**src/verilog/qrc_pkg.sv**
```systemverilog
// Constants and types of the quad receiver control register bank.
// Assumes an 8-bit address / 8-bit data register port from the serial host.
package qrc_pkg;

	// ----------------------------------------
	// Register offsets
	// ----------------------------------------
	localparam logic [7:0] ADDR_CHAN_SEL = 8'h05;
	localparam logic [7:0] ADDR_POWER = 8'h08;
	localparam logic [7:0] ADDR_CLKDIV = 8'h0B;
	localparam logic [7:0] ADDR_SHUFFLE = 8'h0C;
	localparam logic [7:0] ADDR_TEST = 8'h0D;
	localparam logic [7:0] ADDR_SELFTEST = 8'h0E;
	localparam logic [7:0] ADDR_XFER = 8'hFF;
	localparam logic [7:0] SHADOW_LO = 8'h08;
	localparam logic [7:0] SHADOW_HI = 8'h3E;

	// ----------------------------------------
	// Field positions
	// ----------------------------------------
	localparam int CS_OUT_CD = 7;
	localparam int CS_OUT_AB = 6;
	localparam int PWR_PIN_FN = 5;
	localparam int DIV_PHASE_LSB = 3;
	localparam int TEST_LONG_RUN = 5;
	localparam int TEST_SHORT_RUN = 4;
	localparam int ST_RUN = 2;
	localparam int ST_START = 0;
	localparam int XFER_BIT = 0;

	// ----------------------------------------
	// Reset values and masks
	// ----------------------------------------
	localparam logic [7:0] CHAN_SEL_RST = 8'hCF;
	localparam logic [7:0] CHAN_SEL_MASK = 8'hCF;
	localparam logic [7:0] POWER_RST = 8'h00;
	localparam logic [7:0] CLKDIV_RST = 8'h00;
	localparam logic [7:0] SHUFFLE_RST = 8'h01;
	localparam logic [7:0] TEST_RST = 8'h00;
	localparam logic [7:0] SELFTEST_RST = 8'h00;

	// ----------------------------------------
	// Codes
	// ----------------------------------------
	localparam logic [1:0] PM_OFF = 2'h1;
	localparam logic [1:0] PM_STBY = 2'h2;
	localparam logic [1:0] SH_ON = 2'h1;
	localparam logic [2:0] TM_OFF = 3'h0;
	localparam logic [2:0] TM_MID = 3'h1;
	localparam logic [2:0] TM_POS_FS = 3'h2;
	localparam logic [2:0] TM_NEG_FS = 3'h3;
	localparam logic [2:0] TM_CHECKER = 3'h4;
	localparam logic [2:0] TM_LONG = 3'h5;
	localparam logic [2:0] TM_SHORT = 3'h6;
	localparam logic [2:0] TM_TOGGLE = 3'h7;

	// ----------------------------------------
	// Pattern generators and divider
	// ----------------------------------------
	localparam int LONG_LEN = 23;
	localparam int LONG_TAP = 18;
	localparam int SHORT_LEN = 9;
	localparam int SHORT_TAP = 5;
	localparam int DIV_MAX = 8;

	// ----------------------------------------
	// Types
	// ----------------------------------------
	typedef struct packed {
		logic [1:0] power;
		logic [1:0] shuffle;
		logic long_run;
		logic short_run;
		logic [2:0] tmode;
		logic st_run;
		logic st_start;
	} qrc_chan_cfg_t;

	typedef struct packed {
		logic pin_stby;
		logic [2:0] phase;
		logic [2:0] ratio;
	} qrc_glob_cfg_t;

	localparam qrc_chan_cfg_t CHAN_CFG_RST = '{
		power: POWER_RST[1:0], shuffle: SHUFFLE_RST[1:0],
		long_run: TEST_RST[TEST_LONG_RUN], short_run: TEST_RST[TEST_SHORT_RUN],
		tmode: TEST_RST[2:0], st_run: SELFTEST_RST[ST_RUN], st_start: SELFTEST_RST[ST_START]};
	localparam qrc_glob_cfg_t GLOB_CFG_RST = '{
		pin_stby: POWER_RST[PWR_PIN_FN], phase: CLKDIV_RST[5:3], ratio: CLKDIV_RST[2:0]};

endpackage : qrc_pkg

```
**src/verilog/qrc_regs.sv**
```systemverilog
// Control register bank of a four-channel receiver.
// Assumes a host that issues one-cycle write and read strobes on i_clk_sys.
`timescale 1ns/1ps
module qrc_regs #(
	parameter int W = 11
) (
	input wire logic i_clk_sys, // system clock
	input wire logic i_reset, // async reset, active high
	input wire logic i_soft_reset, // sync reload of defaults
	input wire logic i_wr_en, // register write strobe
	input wire logic i_rd_en, // register read strobe
	input wire logic [7:0] i_addr, // register address
	input wire logic [7:0] i_wdata, // write data
	output logic [7:0] o_rdata, // read data
	output logic o_rd_valid, // read data pulse
	input wire logic i_pdn_pin, // external power-down pin
	input wire logic [3:0][W-1:0] i_sample, // converted samples
	output logic [3:0][W-1:0] o_data, // output words
	output logic o_data_valid, // output word pulse
	output logic o_out_en_ab, // port A/B enable
	output logic o_out_en_cd, // port C/D enable
	output logic [3:0] o_pwr_down, // channel full power-down
	output logic [3:0] o_standby, // channel standby
	output logic [3:0] o_shuffle_en, // channel shuffle on
	output logic [3:0] o_self_test_start, // self check running
	output logic [3:0] o_self_test_hold // self check in reset
);
	typedef enum logic [1:0] {ST_IDLE = 2'b01, ST_APPLY = 2'b10} qrc_xfer_t;

	// ----------------------------------------
	// Functions
	// ----------------------------------------
	function automatic qrc_pkg::qrc_chan_cfg_t cfg_write(qrc_pkg::qrc_chan_cfg_t c,
		logic [7:0] a, logic [7:0] d);
		qrc_pkg::qrc_chan_cfg_t n;
		n = c;
		case (a)
			qrc_pkg::ADDR_POWER: n.power = d[1:0];
			qrc_pkg::ADDR_SHUFFLE: n.shuffle = d[1:0];
			qrc_pkg::ADDR_TEST:
			begin
				n.tmode = d[2:0];
				n.short_run = d[qrc_pkg::TEST_SHORT_RUN];
				n.long_run = d[qrc_pkg::TEST_LONG_RUN];
			end
			qrc_pkg::ADDR_SELFTEST:
			begin
				n.st_run = d[qrc_pkg::ST_RUN];
				n.st_start = d[qrc_pkg::ST_START];
			end
			default: n = c;
		endcase
		return n;
	endfunction : cfg_write

	function automatic logic [7:0] cfg_read(qrc_pkg::qrc_chan_cfg_t c,
		qrc_pkg::qrc_glob_cfg_t g, logic [7:0] sel, logic xfer, logic [7:0] a);
		logic [7:0] r;
		r = 8'h00;
		case (a)
			qrc_pkg::ADDR_CHAN_SEL: r = sel;
			qrc_pkg::ADDR_POWER: r = {2'h0, g.pin_stby, 3'h0, c.power};
			qrc_pkg::ADDR_CLKDIV: r = {2'h0, g.phase, g.ratio};
			qrc_pkg::ADDR_SHUFFLE: r = {6'h00, c.shuffle};
			qrc_pkg::ADDR_TEST: r = {2'h0, c.long_run, c.short_run, 1'b0, c.tmode};
			qrc_pkg::ADDR_SELFTEST: r = {5'h00, c.st_run, 1'b0, c.st_start};
			qrc_pkg::ADDR_XFER: r = {7'h00, xfer};
			default: r = 8'h00;
		endcase
		return r;
	endfunction : cfg_read

	// ----------------------------------------
	// Configuration state
	// ----------------------------------------
	qrc_pkg::qrc_chan_cfg_t [3:0] sh_q, sh_d, act_q, act_d;
	qrc_pkg::qrc_glob_cfg_t gsh_q, gsh_d, gact_q, gact_d;
	logic [7:0] sel_q, sel_d;
	qrc_xfer_t st_q, st_d;
	logic [7:0] rdata_d;
	logic rd_valid_d;
	logic [1:0] rch;
	logic wr_sh;

	always_comb
	begin
		sh_d = sh_q;
		act_d = act_q;
		gsh_d = gsh_q;
		gact_d = gact_q;
		sel_d = sel_q;
		st_d = st_q;
		wr_sh = i_wr_en && i_addr >= qrc_pkg::SHADOW_LO && i_addr <= qrc_pkg::SHADOW_HI;
		case (st_q)
			ST_IDLE:
				if (i_wr_en && i_addr == qrc_pkg::ADDR_XFER && i_wdata[qrc_pkg::XFER_BIT])
					st_d = ST_APPLY;
			ST_APPLY:
			begin
				act_d = sh_q;
				gact_d = gsh_q;
				st_d = ST_IDLE;
			end
			default: st_d = ST_IDLE;
		endcase
		if (i_wr_en && i_addr == qrc_pkg::ADDR_CHAN_SEL)
			sel_d = i_wdata & qrc_pkg::CHAN_SEL_MASK;
		if (i_wr_en && i_addr == qrc_pkg::ADDR_POWER)
			gsh_d.pin_stby = i_wdata[qrc_pkg::PWR_PIN_FN];
		if (i_wr_en && i_addr == qrc_pkg::ADDR_CLKDIV)
		begin
			gsh_d.ratio = i_wdata[2:0];
			gsh_d.phase = i_wdata[qrc_pkg::DIV_PHASE_LSB +: 3];
		end
		for (int c = 0; c < 4; c++)
			if (wr_sh && sel_q[c])
				sh_d[c] = cfg_write(sh_q[c], i_addr, i_wdata);
		if (i_soft_reset)
		begin
			sh_d = {4{qrc_pkg::CHAN_CFG_RST}};
			act_d = {4{qrc_pkg::CHAN_CFG_RST}};
			gsh_d = qrc_pkg::GLOB_CFG_RST;
			gact_d = qrc_pkg::GLOB_CFG_RST;
			sel_d = qrc_pkg::CHAN_SEL_RST;
			st_d = ST_IDLE;
		end
		// Channel 0 whenever several channels or none are selected
		case (sel_q[3:0])
			4'h2: rch = 2'd1;
			4'h4: rch = 2'd2;
			4'h8: rch = 2'd3;
			default: rch = 2'd0;
		endcase
		rd_valid_d = i_rd_en;
		rdata_d = o_rdata;
		if (i_rd_en)
			rdata_d = cfg_read(sh_q[rch], gsh_q, sel_q, st_q == ST_APPLY, i_addr);
	end

	always_ff @(posedge i_clk_sys or posedge i_reset)
	begin
		if (i_reset)
		begin
			sh_q <= {4{qrc_pkg::CHAN_CFG_RST}};
			act_q <= {4{qrc_pkg::CHAN_CFG_RST}};
			gsh_q <= qrc_pkg::GLOB_CFG_RST;
			gact_q <= qrc_pkg::GLOB_CFG_RST;
			sel_q <= qrc_pkg::CHAN_SEL_RST;
			st_q <= ST_IDLE;
			o_rdata <= 8'h00;
			o_rd_valid <= 1'b0;
		end
		else
		begin
			sh_q <= sh_d;
			act_q <= act_d;
			gsh_q <= gsh_d;
			gact_q <= gact_d;
			sel_q <= sel_d;
			st_q <= st_d;
			o_rdata <= rdata_d;
			o_rd_valid <= rd_valid_d;
		end
	end

	// ----------------------------------------
	// Pin synchroniser and sample tick
	// ----------------------------------------
	logic [2:0] pin_q;
	logic pin_lvl_q, samp_en;

	// Level moves only once stages two and three agree
	always_ff @(posedge i_clk_sys or posedge i_reset)
	begin
		if (i_reset)
		begin
			pin_q <= 3'h0;
			pin_lvl_q <= 1'b0;
		end
		else
		begin
			pin_q <= {pin_q[1:0], i_pdn_pin};
			if (pin_q[1] == pin_q[2])
				pin_lvl_q <= pin_q[2];
		end
	end

	qrc_clkdiv u_div (
		.i_clk_sys(i_clk_sys),
		.i_reset(i_reset),
		.i_ratio(gact_q.ratio),
		.i_phase(gact_q.phase),
		.o_tick(samp_en)
	);

	// ----------------------------------------
	// Pattern generators
	// ----------------------------------------
	logic [3:0][W-1:0] lw, sw;

	for (genvar c = 0; c < 4; c++)
	begin : g_gen
		qrc_prbs #(.LEN(qrc_pkg::LONG_LEN), .TAP(qrc_pkg::LONG_TAP), .W(W)) u_long (
			.i_clk_sys(i_clk_sys),
			.i_reset(i_reset),
			.i_hold(!act_q[c].long_run),
			.i_step(samp_en),
			.o_word(lw[c])
		);
		qrc_prbs #(.LEN(qrc_pkg::SHORT_LEN), .TAP(qrc_pkg::SHORT_TAP), .W(W)) u_short (
			.i_clk_sys(i_clk_sys),
			.i_reset(i_reset),
			.i_hold(!act_q[c].short_run),
			.i_step(samp_en),
			.o_word(sw[c])
		);
	end

	// ----------------------------------------
	// Channel outputs
	// ----------------------------------------
	localparam logic [W-1:0] MID = W'(1) << (W - 1);
	// Pair pattern is one bit wider for odd W; cut to W on purpose
	localparam logic [W-1:0] CHECKER = W'({(W + 1) / 2{2'b01}});
	logic [3:0][W-1:0] data_d;
	logic [3:0] tog_q, tog_d, pd_d, sb_d;
	logic data_valid_d;

	always_comb
	begin
		data_d = o_data;
		tog_d = tog_q;
		data_valid_d = samp_en;
		for (int c = 0; c < 4; c++)
		begin
			pd_d[c] = act_q[c].power == qrc_pkg::PM_OFF
				|| (pin_lvl_q && !gact_q.pin_stby);
			sb_d[c] = !pd_d[c] && (act_q[c].power == qrc_pkg::PM_STBY
				|| (pin_lvl_q && gact_q.pin_stby));
			if (samp_en)
			begin
				tog_d[c] = !tog_q[c];
				case (act_q[c].tmode)
					qrc_pkg::TM_OFF: data_d[c] = i_sample[c];
					qrc_pkg::TM_MID: data_d[c] = MID;
					qrc_pkg::TM_POS_FS: data_d[c] = '1;
					qrc_pkg::TM_NEG_FS: data_d[c] = '0;
					qrc_pkg::TM_CHECKER: data_d[c] = tog_q[c] ? ~CHECKER : CHECKER;
					qrc_pkg::TM_LONG: data_d[c] = lw[c];
					qrc_pkg::TM_SHORT: data_d[c] = sw[c];
					default: data_d[c] = {W{tog_q[c]}};
				endcase
			end
		end
	end

	always_ff @(posedge i_clk_sys or posedge i_reset)
	begin
		if (i_reset)
		begin
			o_data <= '0;
			o_data_valid <= 1'b0;
			tog_q <= 4'h0;
			o_pwr_down <= 4'h0;
			o_standby <= 4'h0;
			o_shuffle_en <= 4'h0;
			o_self_test_start <= 4'h0;
			o_self_test_hold <= 4'h0;
		end
		else
		begin
			o_data <= data_d;
			o_data_valid <= data_valid_d;
			tog_q <= tog_d;
			o_pwr_down <= pd_d;
			o_standby <= sb_d;
			for (int c = 0; c < 4; c++)
			begin
				o_shuffle_en[c] <= act_q[c].shuffle == qrc_pkg::SH_ON;
				o_self_test_start[c] <= act_q[c].st_start && act_q[c].st_run;
				o_self_test_hold[c] <= !act_q[c].st_run;
			end
		end
	end

	assign o_out_en_ab = sel_q[qrc_pkg::CS_OUT_AB];
	assign o_out_en_cd = sel_q[qrc_pkg::CS_OUT_CD];
endmodule : qrc_regs

```
**src/verilog/qrc_clkdiv.sv**
```systemverilog
// Integer divider of the input clock into a one-cycle sample tick.
// Assumes ratio and phase come from registered configuration.
`timescale 1ns/1ps
module qrc_clkdiv #(
	parameter int MAX = qrc_pkg::DIV_MAX
) (
	input wire logic i_clk_sys, // system clock
	input wire logic i_reset, // async reset, active high
	input wire logic [2:0] i_ratio, // divide by ratio + 1
	input wire logic [2:0] i_phase, // delay in input cycles
	output logic o_tick // sample tick pulse
);
	logic [2:0] cnt_q, cnt_d;
	logic [MAX-2:0] dly_q, dly_d;
	logic base;
	logic [MAX-1:0] taps;

	always_comb
	begin
		base = (cnt_q == 3'h0);
		cnt_d = (cnt_q >= i_ratio) ? 3'h0 : cnt_q + 3'h1;
		dly_d = {dly_q[MAX-3:0], base};
		taps = {dly_q, base};
	end

	always_ff @(posedge i_clk_sys or posedge i_reset)
	begin
		if (i_reset)
		begin
			cnt_q <= 3'h0;
			dly_q <= '0;
		end
		else
		begin
			cnt_q <= cnt_d;
			dly_q <= dly_d;
		end
	end

	assign o_tick = taps[i_phase];

endmodule : qrc_clkdiv

```
**src/verilog/qrc_prbs.sv**
```systemverilog
// Pseudo-random pattern generator, one output word per step.
// Assumes the hold input is a registered control level.
`timescale 1ns/1ps
module qrc_prbs #(
	parameter int LEN = qrc_pkg::LONG_LEN,
	parameter int TAP = qrc_pkg::LONG_TAP,
	parameter int W = 11
) (
	input wire logic i_clk_sys, // system clock
	input wire logic i_reset, // async reset, active high
	input wire logic i_hold, // hold at seed
	input wire logic i_step, // advance one bit
	output logic [W-1:0] o_word // pattern word
);
	logic [LEN-1:0] lfsr_q, lfsr_d;

	always_comb
	begin
		lfsr_d = lfsr_q;
		if (i_hold)
			lfsr_d = '1;
		else if (i_step)
			lfsr_d = {lfsr_q[LEN-2:0], lfsr_q[LEN-1] ^ lfsr_q[TAP-1]};
		for (int i = 0; i < W; i++)
			o_word[i] = lfsr_q[i % LEN];
	end

	always_ff @(posedge i_clk_sys or posedge i_reset)
	begin
		if (i_reset)
			lfsr_q <= '1;
		else
			lfsr_q <= lfsr_d;
	end

endmodule : qrc_prbs

```
**config.mk**
```make
export PLATFORM = sky130hd
export DESIGN_NAME = qrc_regs
export DESIGN_NICKNAME = d
export VERILOG_FILES = /design/src/verilog/qrc_pkg.sv /design/src/verilog/qrc_regs.sv /design/src/verilog/qrc_clkdiv.sv /design/src/verilog/qrc_prbs.sv
export SDC_FILE = /design/constraint.sdc
export NUM_CORES = 1
export LEC_CHECK = 0
export ABC_AREA = 1
export CAP_MARGIN = 15
export CORE_ASPECT_RATIO = 0.75
export CORE_MARGIN = 5
export CORE_UTILIZATION = 60
export CTS_CLUSTER_SIZE = 24
export DETAILED_ROUTE_END_ITERATION = 6
export DONT_BUFFER_PORTS = 1
export GPL_TIMING_DRIVEN = 0
export PLACE_DENSITY = 0.73
export SYNTH_ARGS = -nofsm -noshare
export SYNTH_HDL_FRONTEND = slang
export SYNTH_SLANG_ARGS = --single-unit
export TNS_END_PERCENT = 50
```
**constraint.sdc**
```tcl
create_clock -name i_clk_sys -period 13.7 [get_ports i_clk_sys]
set_input_delay 0.685 -clock i_clk_sys [delete_from_list [all_inputs] [get_ports i_clk_sys]]
set_output_delay 0.685 -clock i_clk_sys [all_outputs]
set_load 0.01 [all_outputs]
```
# Word-level counts from Yosys, hierarchy flattened

Index checks and enable logic that the tools add are counted.

Flip-flop bits (word level): 332
Input port bits: 66
Output and inout bits: 76
Logic and storage cells: 288

Add/sub/neg operators: 1
Magnitude comparators: 5
Equality and inequality tests: 58
Mux-type cells: 52
Bitwise gates (word level): 8
Reductions and logical operators: 75

Operators by type and width:

| cell                 | count |
|---|---|
| $pmux W11 S7         | 4 |
| $mux W23             | 8 |
| $mux W44             | 3 |
| $mux W11             | 9 |
| $mux W9              | 8 |
| $pmux W8 S7          | 1 |
| $eq A8 B4 Y1 const B | 5 |
| $eq A3 B3 Y1 const B | 12 |
| $reduce_and A2 Y1    | 16 |
| $eq A3 B2 Y1 const B | 8 |
| $reduce_bool A2 Y1   | 12 |
| $bmux W11 S2         | 1 |
| $logic_and A1 B1 Y1  | 21 |
| $mux W7              | 3 |
| $eq A2 B1 Y1 const B | 9 |
| $mux W8              | 2 |
| $ne A2 B1 Y1 const B | 8 |
| $logic_not A3 Y1     | 5 |
| $logic_not A1 Y1     | 13 |
| $eq A3 B1 Y1 const B | 4 |
| $mux W2              | 6 |
| $eq A2 B2 Y1 const B | 5 |
| $eq A8 B3 Y1 const B | 1 |
| $eq A8 B8 Y1 const B | 1 |
| other kinds (19)     | 34 |

# Logic depth before layout (Yosys ltp)

Gate-level depths: netlist of the first run.

Depth in word-level cells: 6
Gate-level depth with buffers: 13
Gate-level depth less buffers: 12

# Cells and area by module

Synthesis of the first run repeated with hierarchy kept, for this count alone.

Cells, all modules: 1,789
Area, all modules: 15,352.2 um^2

By module, submodules not included:

| module                           | times used | cells each | area an instance (um^2) | seq. area each (um^2) |
|---|---|---|---|---|
| qrc_regs                         | 1          | 1,084      | 8,938.6                 | 4,823.4 |
| qrc_prbs at g_gen[0].u_long ...  | 4          | 117        | 1,082.3                 | 604.3 |
| qrc_prbs at g_gen[0].u_short ... | 4          | 46         | 402.9                   | 236.5 |
| qrc_clkdiv                       | 1          | 53         | 473.0                   | 250.2 |

# Worst setup path before layout of the first run

Ideal clock, no wire load.

Path type: input to register
From: input port i_addr[7]
To: register sh_q[13] in the netlist's numbering
Setup time: 0.131 ns
Data arrival time: 1.707 ns
Required time: 13.569 ns
Setup slack: 11.862 ns
Cell stages on the path: 8
Buffers on the path: 0
Cells stage by stage: nor2_1 -> nand2_1 -> inv_1 -> nand2_1 -> o21ai_1 -> nand2_2 -> nand2_1 -> o21ai_1

Word-level cells in the longest chain between the ends: 6
Elaborated cells between the ends (all ways): 9
Those cells by class: 2 x order compare; 1 x eq/ne; 6 x reduce/logical

Ends and longest elaborated chain:

| what                             | line            | RTL |
|---|---|---|
| start: declaration               | qrc_regs.sv:12  | `input wire logic [7:0] i_addr,` |
| $ge A8 B4 Y1                     | qrc_regs.sv:93  | `wr_sh = i_wr_en && i_addr >= qrc_pkg::SHADOW_LO && i_addr <= qrc_pkg::SHADOW_HI;` |
| $logic_and A1 B1 Y1 (2 in a row) | qrc_regs.sv:93  |  |
| $logic_and A1 B1 Y1              | qrc_regs.sv:116 | `if (wr_sh && sel_q[c])` |
| $reduce_bool A2 Y1 (no line)     | --              |  |
| $reduce_and A2 Y1 (no line) (*)  | --              |  |
| end signal: assignment           | qrc_regs.sv:144 | `sh_q <= {4{qrc_pkg::CHAN_CFG_RST}};` |
| end: declaration                 | qrc_regs.sv:76  | `qrc_pkg::qrc_chan_cfg_t [3:0] sh_q, sh_d, act_q, act_d;` |

Mark *: on every way between the ends. The rest lies on a longest branch, timed or not.
A chain may end at the register's enable or synchronous reset.

# Worst setup path after layout of the first run

From: register st_q[0]
To: register act_q[2] in the netlist's numbering

Word-level cells in the longest chain between the ends: 2

Ends and longest elaborated chain:

| what                         | line            | RTL |
|---|---|---|
| start: declaration           | qrc_regs.sv:79  | `qrc_xfer_t st_q, st_d;` |
| start signal: assignment     | qrc_regs.sv:160 | `st_q <= st_d;` |
| $eq A2 B2 Y1                 | qrc_regs.sv:94  | `case (st_q)` |
| $reduce_bool A2 Y1 (no line) | --              |  |
| end signal: assignment       | qrc_regs.sv:145 | `act_q <= {4{qrc_pkg::CHAN_CFG_RST}};` |
| end signal: assignment       | qrc_regs.sv:156 | `act_q <= act_d;` |
| end: declaration             | qrc_regs.sv:76  |  |

No other way between the ends.

==> results.py, run 1 <==
metrics = {
    "status": {
        "status": "finished clean",
    },
    "sta": {
        "rsz0062_at_grt": "no",
        "fin_crit_ns": 2.468,
        "slew_viol_final": 0,
        "slew_headroom_pct": 36.74,
        "hold_violations": 0,
        "finClkSkew_ns": 0.01366,
        "setup_viol": 0,
        "tns_ns": 0,
        "max_freq_mhz": 405.2,
        "holdWs_ns": 0.1406,
        "tightest_slew_ns": 0.9489,
        "fin_crit_sh_pct": 18.01,
    },
    "worst_setup_path": {
        "critPathBufInv": 2,
        "reg2reg_from": "st_q[0]",
        "slowest_delay_ns": 0.64,
        "critPathArrivalTime_ns": 2.86,
        "reg2reg_depth": 5,
        "critPathLaunch": "st_q[0]",
        "endpoint_kind": "flop",
        "reg2reg_slack_ns": 11.23,
        "crit_type": "reg -> reg",
        "worstSetupStartpointType": "flop",
        "crit_path_frequent_cell": "nor2_1",
        "crit_fanout": 10,
        "cp.depth": 5,
        "path_cells": "nor2_1, nor2_1, inv_1, clkbuf_1, o22ai_1",
        "endpoint": "act_q[2]",
        "crit_slowest_cell": "nor2_1",
        "r2r-end": "act_q[2]",
        "cp.required_ns": 14.10,
        "critPathTopFamily": "buffers and inverters",
    },
    "global_routing": {
        "grt_max_degree": 133,
        "met1_usage_pct": 45.13,
        "met3_usage_pct": 6.153,
        "grt_use_met2_pct": 39.78,
        "gr-total-overflow": 0,
        "grtUsageTotal_pct": 28.14,
        "grt_pass1_vias": 11000,
        "grt_first_pass_wirelength_mm": 60.84,
        "gr-max-usage-layer": "met1",
        "grt_antenna_before_repair": 0,
    },
    "yosys": {
        "ys_ff_latch": 330,
        "ys.flop_type": "dfrtp_1",
        "async_reset_ff_share_pct": 100.0,
        "synthCells": 1618,
        "ys_warn_count": 0,
        "synth_edf_count": 0,
        "synthesis.nets": 1689,
        "syn_area_um2": 14420,
        "ys_types": 43,
        "ys_seq_area_share_pct": 58.51,
        "syn_area_per_cell_um2": 8.912,
    },
    "routing": {
        "viasPerCell": 5.932,
        "drcViolationCount": 0,
        "drtPass1Iterations": 5,
        "drtIter0Drc": 1463,
        "wl_per_cell_um": 19.45,
        "drtAntennaViolNets": 0,
        "vias": 11780,
        "wl_mm": 38.62,
    },
    "placement": {
        "globalplace.congestion": 0.9377,
        "port_buffers": 0,
        "dp_hpwl_mm": 27.10,
        "dp.cells": 1926,
    },
    "cells_and_area": {
        "instances_no_fill": 1986,
        "nNetsFinal": 1727,
        "nFillCells": 1916,
        "synthToLayoutAreaGrowth_pct": 11.05,
        "drive_gt1_share_pct": 14.64,
        "antenna_cells": 0,
    },
    "die": {
        "dieWidth_um": 189.0,
        "dieArea_um2": 27270,
        "start_util_pct": 60.46,
        "dieHeight_um": 144.3,
        "ios": 142,
        "core_um2": 23850,
        "rows": 49,
    },
    "clock_tree": {
        "clockBufferDepth": 3,
        "tritoncts": "done",
        "post_cts_buffers": 0,
        "clock_latency_ns": 0.51,
        "root_buffer": "clkbuf_16",
        "clk_pin_slew_ns": 0.06,
        "ctsHoldBuffers": 0,
        "cts_buffers": 34,
        "post_cts_resize_count": 0,
        "cts_sinks": 330,
        "htree_levels": 2,
    },
    "pwr": {
        "max-vdd-ir-drop_mv": 0.07879,
        "total_power_mw": 2.095,
        "power.density_nw_per_um2": 130.9,
        "leakage_nw": 7.442,
    },
    "worst_hold_path": {
        "hp-class": "in -> async",
    },
    "flow_run": {
        "maxCapViolations": 0,
    },
}
## sequential cells by signal, indices dropped and copies added (netlist names), 8 cells and up
register,cells
act_q,44
o_rdata,8
sh_q,44
o_data,44
g_gen.u_short.lfsr_q,36
g_gen.u_long.lfsr_q,92
## area by class of cell
cell class	count	area (µm²)	area share, %
flip-flops and latches	330	8437	52.69
multi-input cells	1022	4918	30.72
clock buffers	53	1054	6.579
inverters	196	743.2	4.641
well taps	306	382.9	2.391
plain buffers	70	329.1	2.055
clock inverters	7	93.84	0.5860
repair buffers	2	55.05	0.3438
## kinds of logic after synthesis
group                      after synthesis  synth area share (%)
DFF                                    330                 58.51
buffers and inverters                  266                 7.384
adders and majority gates                6                0.5033
and+or+nand+nor                        524                 15.11
xor gates and xnor gates                 6                0.3644
AOI/OAI and AO/OA                      486                 18.13
## Yosys cell counts (all sizes together), types with 3 or more instances
master | instances | share of area [%]
nand4 | 15 | 0.65
dfstp | 143 | 26
clkbuf | 39 | 1.0
a211oi | 18 | 0.94
xor2 | 4 | 0.24
a21oi | 60 | 2.1
dfrtp | 187 | 32
a31oi | 9 | 0.39
a22oi | 3 | 0.16
inv | 191 | 5.0
nor3 | 30 | 1.0
o22ai | 44 | 1.9
o21ai | 330 | 11
nand2 | 247 | 6.5
clkinv | 5 | 0.13
nor2 | 156 | 4.2
o211ai | 14 | 0.73
nand3 | 69 | 2.4
ha | 5 | 0.43
buf | 31 | 1.3
## layout by cell type (no fill, tap or decap), types with 3 or more instances in the layout
cell type	count
nor3_1	30
inv_2	4
a22oi_1	3
o21ai_0	288
dfrtp_1	187
clkbuf_16	35
clkbuf_8	11
o21ai_1	42
dfstp_2	143
ha_1	5
o22ai_1	44
a211oi_1	18
nand3_1	69
nand2_2	5
nand4_1	15
inv_1	186
a31oi_1	9
buf_2	22
nor2_1	151
a21oi_1	60
xor2_1	4
nor2_2	4
nand2_1	242
clkbuf_1	45
clkinv_1	5
buf_4	8
o211ai_1	14
## report_power, final
group / total, mW / switching [mW] / internal, mW
registers: 1.04 / 0.0264 / 1.01
clock network: 0.944 / 0.377 / 0.567
logic: 0.113 / 0.0824 / 0.0305
total: 2.10 / 0.486 / 1.61
## worst min-delay path by stage
stage / startpoint / endpoint / slack (ns)
floorplan: pin_q[0] / pin_q[1] / 0.33
global placement: pin_q[0] / pin_q[1] / 0.34
detailed placement: pin_q[0] / pin_q[1] / 0.33
CTS: i_reset / o_standby[1] / 0.17
global route: i_rd_en / o_rd_valid / 0.19
finish: i_reset / pin_q[2] / 0.14
## through the flow
| step | cell area (µm²) | utilization [%] | worst slack (ns) |
|---|---|---|---|
| 2_1_floorplan | 14420 | - | 4.112 |
| 3_3_place_gp | 14800 | 62.07 | 0.7158 |
| 3_5_place_dp | 14870 | 62.33 | 11.07 |
| 4_1_cts | 16010 | 67.14 | 11.31 |
| 5_1_grt | 16010 | 67.14 | 11.19 |
| 6_report | 16010 | 67.14 | 11.23 |
## routing by layer
metal / share of wire, % / vias to the layer above
met4: 1.1 / 0
met3: 10 / 45
met1: 47 / 5689
met5: 0 / -
li1: - / 5497
met2: 42 / 550
No activity file was read; power rests on OpenSTA's default activity.
==> run 2: changes to the inputs <==
- clock period: 13.7 -> 2.34 ns (I/O delays scaled with it)
==> results.py, run 2 (synthesis gave the netlist of run 1 again) <==
metrics = {
    "status": {
        "status": "finished clean",
    },
    "cells_and_area": {
        "antenna_cells": 0,
        "drive_gt1_share_pct": 14.46,
        "largest_reg_flops": 92,
        "nFillCells": 1806,
        "layout_commonest_cell": "o21ai_0",
        "synthToLayoutAreaGrowth_pct": 15.51,
        "nNetsFinal": 1796,
        "final_cell_mix": "288 x o21ai_0, 242 x nand2_1, 187 x dfrtp_1",
        "max_flop_register": "g_gen.u_long.lfsr_q",
    },
    "worst_setup_path": {
        "crit_fanout": 10,
        "crit_type": "reg -> reg",
        "crit_slowest_cell": "dfrtp_1",
        "path_cells": "inv_1, ha_1, inv_1, nor2_1, nor2_1, o211ai_1, nand2_1, buf_4, buf_6, buf_2, nand2_1, o211ai_1",
        "cp.required_ns": 2.82,
        "critPathLaunch": "u_div.cnt_q[0]",
        "r2r-end": "g_gen[2].u_short.lfsr_q[1]",
        "reg2reg_slack_ns": 0.15,
        "worstSetupStartpointType": "flop",
        "endpoint": "g_gen[2].u_short.lfsr_q[1]",
        "reg2reg_depth": 12,
        "reg2reg_from": "u_div.cnt_q[0]",
        "critPathArrivalTime_ns": 2.67,
        "slowest_delay_ns": 0.37,
        "endpoint_kind": "flop",
    },
    "pwr": {
        "max-vdd-ir-drop_mv": 0.5850,
        "switchingPower_mw": 2.879,
        "switching_share_pct": 24.17,
        "clkPwrFrac_pct": 42.4,
        "p_seq_share_pct": 51.1,
        "internal_power_mw": 9.033,
        "power.density_nw_per_um2": 715.1,
        "p_comb_share_pct": 6.5,
        "leakage_nw": 7.712,
    },
    "routing": {
        "vias": 12140,
        "drtAntennaViolNets": 0,
        "drtPass1Iterations": 6,
        "viasPerCell": 5.906,
        "wl_mm": 39.47,
        "drtIter0Drc": 1332,
        "drcViolationCount": 0,
        "wl_per_cell_um": 19.20,
    },
    "die": {
        "dieHeight_um": 144.3,
        "dieWidth_um": 189.0,
        "start_util_pct": 60.46,
        "dieArea_um2": 27270,
        "ios": 142,
        "core_um2": 23850,
        "rows": 49,
    },
    "placement": {
        "dpl_worst_slack_ns": 0.04095,
        "port_buffers": 0,
        "dp_hpwl_mm": 27.60,
        "globalplace.congestion": 0.9170,
    },
    "worst_hold_path": {
        "hp-class": "in -> reg",
    },
    "sta": {
        "slew_viol_final": 0,
        "setup_ws_ns": 0.1473,
        "tightest_slew_ns": 0.9155,
        "hold_violations": 0,
        "slew_headroom_pct": 38.97,
        "fin_crit_sh_pct": 93.70,
        "holdWs_ns": 0.05060,
        "finClkSkew_ns": 0.009817,
        "fin_crit_ns": 2.193,
        "setup_viol": 0,
        "rsz0062_at_grt": "yes",
        "max_freq_mhz": 456.1,
    },
    "global_routing": {
        "grt_max_degree": 45,
        "grt_pass1_vias": 11540,
        "grt_first_pass_wirelength_mm": 63.22,
        "grt_antenna_before_repair": 0,
        "grtUsageTotal_pct": 29.02,
        "gr-total-overflow": 0,
    },
    "clock_tree": {
        "cts_buffers": 31,
        "tritoncts": "done",
        "clockBufferDepth": 3,
        "htree_levels": 1,
        "clk_pin_slew_ns": 0.07,
        "clock_latency_ns": 0.56,
        "cts_sinks": 330,
        "root_buffer": "clkbuf_16",
        "post_cts_buffers": 0,
    },
    "flow_run": {
        "maxCapViolations": 0,
    },
}
## run 2: cell types whose count changed in the layout (fill, tap and decap cells not counted), sizes merged
cell         change
buf              +4
bufinv           -2
clkbuf           -3
clkinv           +4
dlygate4sd3     +67
## run 2: through the flow
| stage | cell area [µm²] | cells | util, % | power [mW] | setup TNS, ns |
|---|---|---|---|---|---|
| final | 16660 | 2056 | 69.84 | 11.91 | 0 |
| after global routing | 16660 | 2056 | 69.84 | 12.32 | -0.02872 |
| after CTS | 16640 | 2056 | 69.78 | 11.94 | 0 |
| after detailed placement | 14950 | 1931 | 62.67 | 6.836 | 0 |
| after global placement | 14810 | 1924 | 62.08 | 6.786 | -1000.27 |
| after floorplan | 14420 | 1618 | - | 6.597 | -516.29 |
## run 2: timing repair
action                                  in CTS  in global routing
resized for setup                            1                 12
hold buffers                                67                  0
endpoints found under the setup margin       2                 36
endpoints found under the hold margin      121                  0
cloned                                       0                  0
## run 2: critical path: cells and delay by family, from the launching register on
family,cells,cell delay [ns]
AOI/OAI and AO/OA,2,0.21
DFF,1,0.37
adders and majority gates,1,0.19
and+or+nand+nor,4,0.43
buffers and inverters,5,0.91
## run 2: worst min-delay path by stage
stage | endpoint | start | cells past startpoint | slack (ns)
floorplan | o_rd_valid | i_rd_en | 0 | 0.15
global placement | pin_q[0] | i_pdn_pin | 0 | 0.15
detailed placement | pin_q[0] | i_pdn_pin | 0 | 0.15
CTS | o_rdata[7] | i_addr[2] | 4 | 0.02
global route | o_rdata[7] | i_addr[2] | 4 | 0.07
finish | o_rdata[7] | i_addr[2] | 4 | 0.05
## run 2: per-layer routing
metal	vias to the layer above	wire, µm	global-route usage [%]
met5	-	0	0
met4	0	596	4.983
met1	5920	18210	45.75
met2	564	16790	41.80
li1	5608	-	-
met3	50	3874	6.926
## run 2: layout make-up
cell class	count	area, µm²	share of cell area [%]
multi-input combinational	1022	4926	29.57
timing repair buffer	74	810.8	4.867
clock buffer	49	967.2	5.806
inverter	196	739.5	4.439
buffer	70	339.1	2.036
clock inverter	9	55.05	0.3305
sequential	330	8437	50.65
tap	306	382.9	2.299
## run 2: power by group through the flow
| stage | sequential (mW) | combinational (mW) | clock (mW) |
|---|---|---|---|
| final | 6.08 | 0.777 | 5.05 |
| after global routing | 6.10 | 0.861 | 5.35 |
| after CTS | 6.08 | 0.762 | 5.09 |
| after detailed placement | 6.17 | 0.662 | 0 |
| after global placement | 6.17 | 0.616 | 0 |
| after floorplan | 6.13 | 0.464 | 0 |
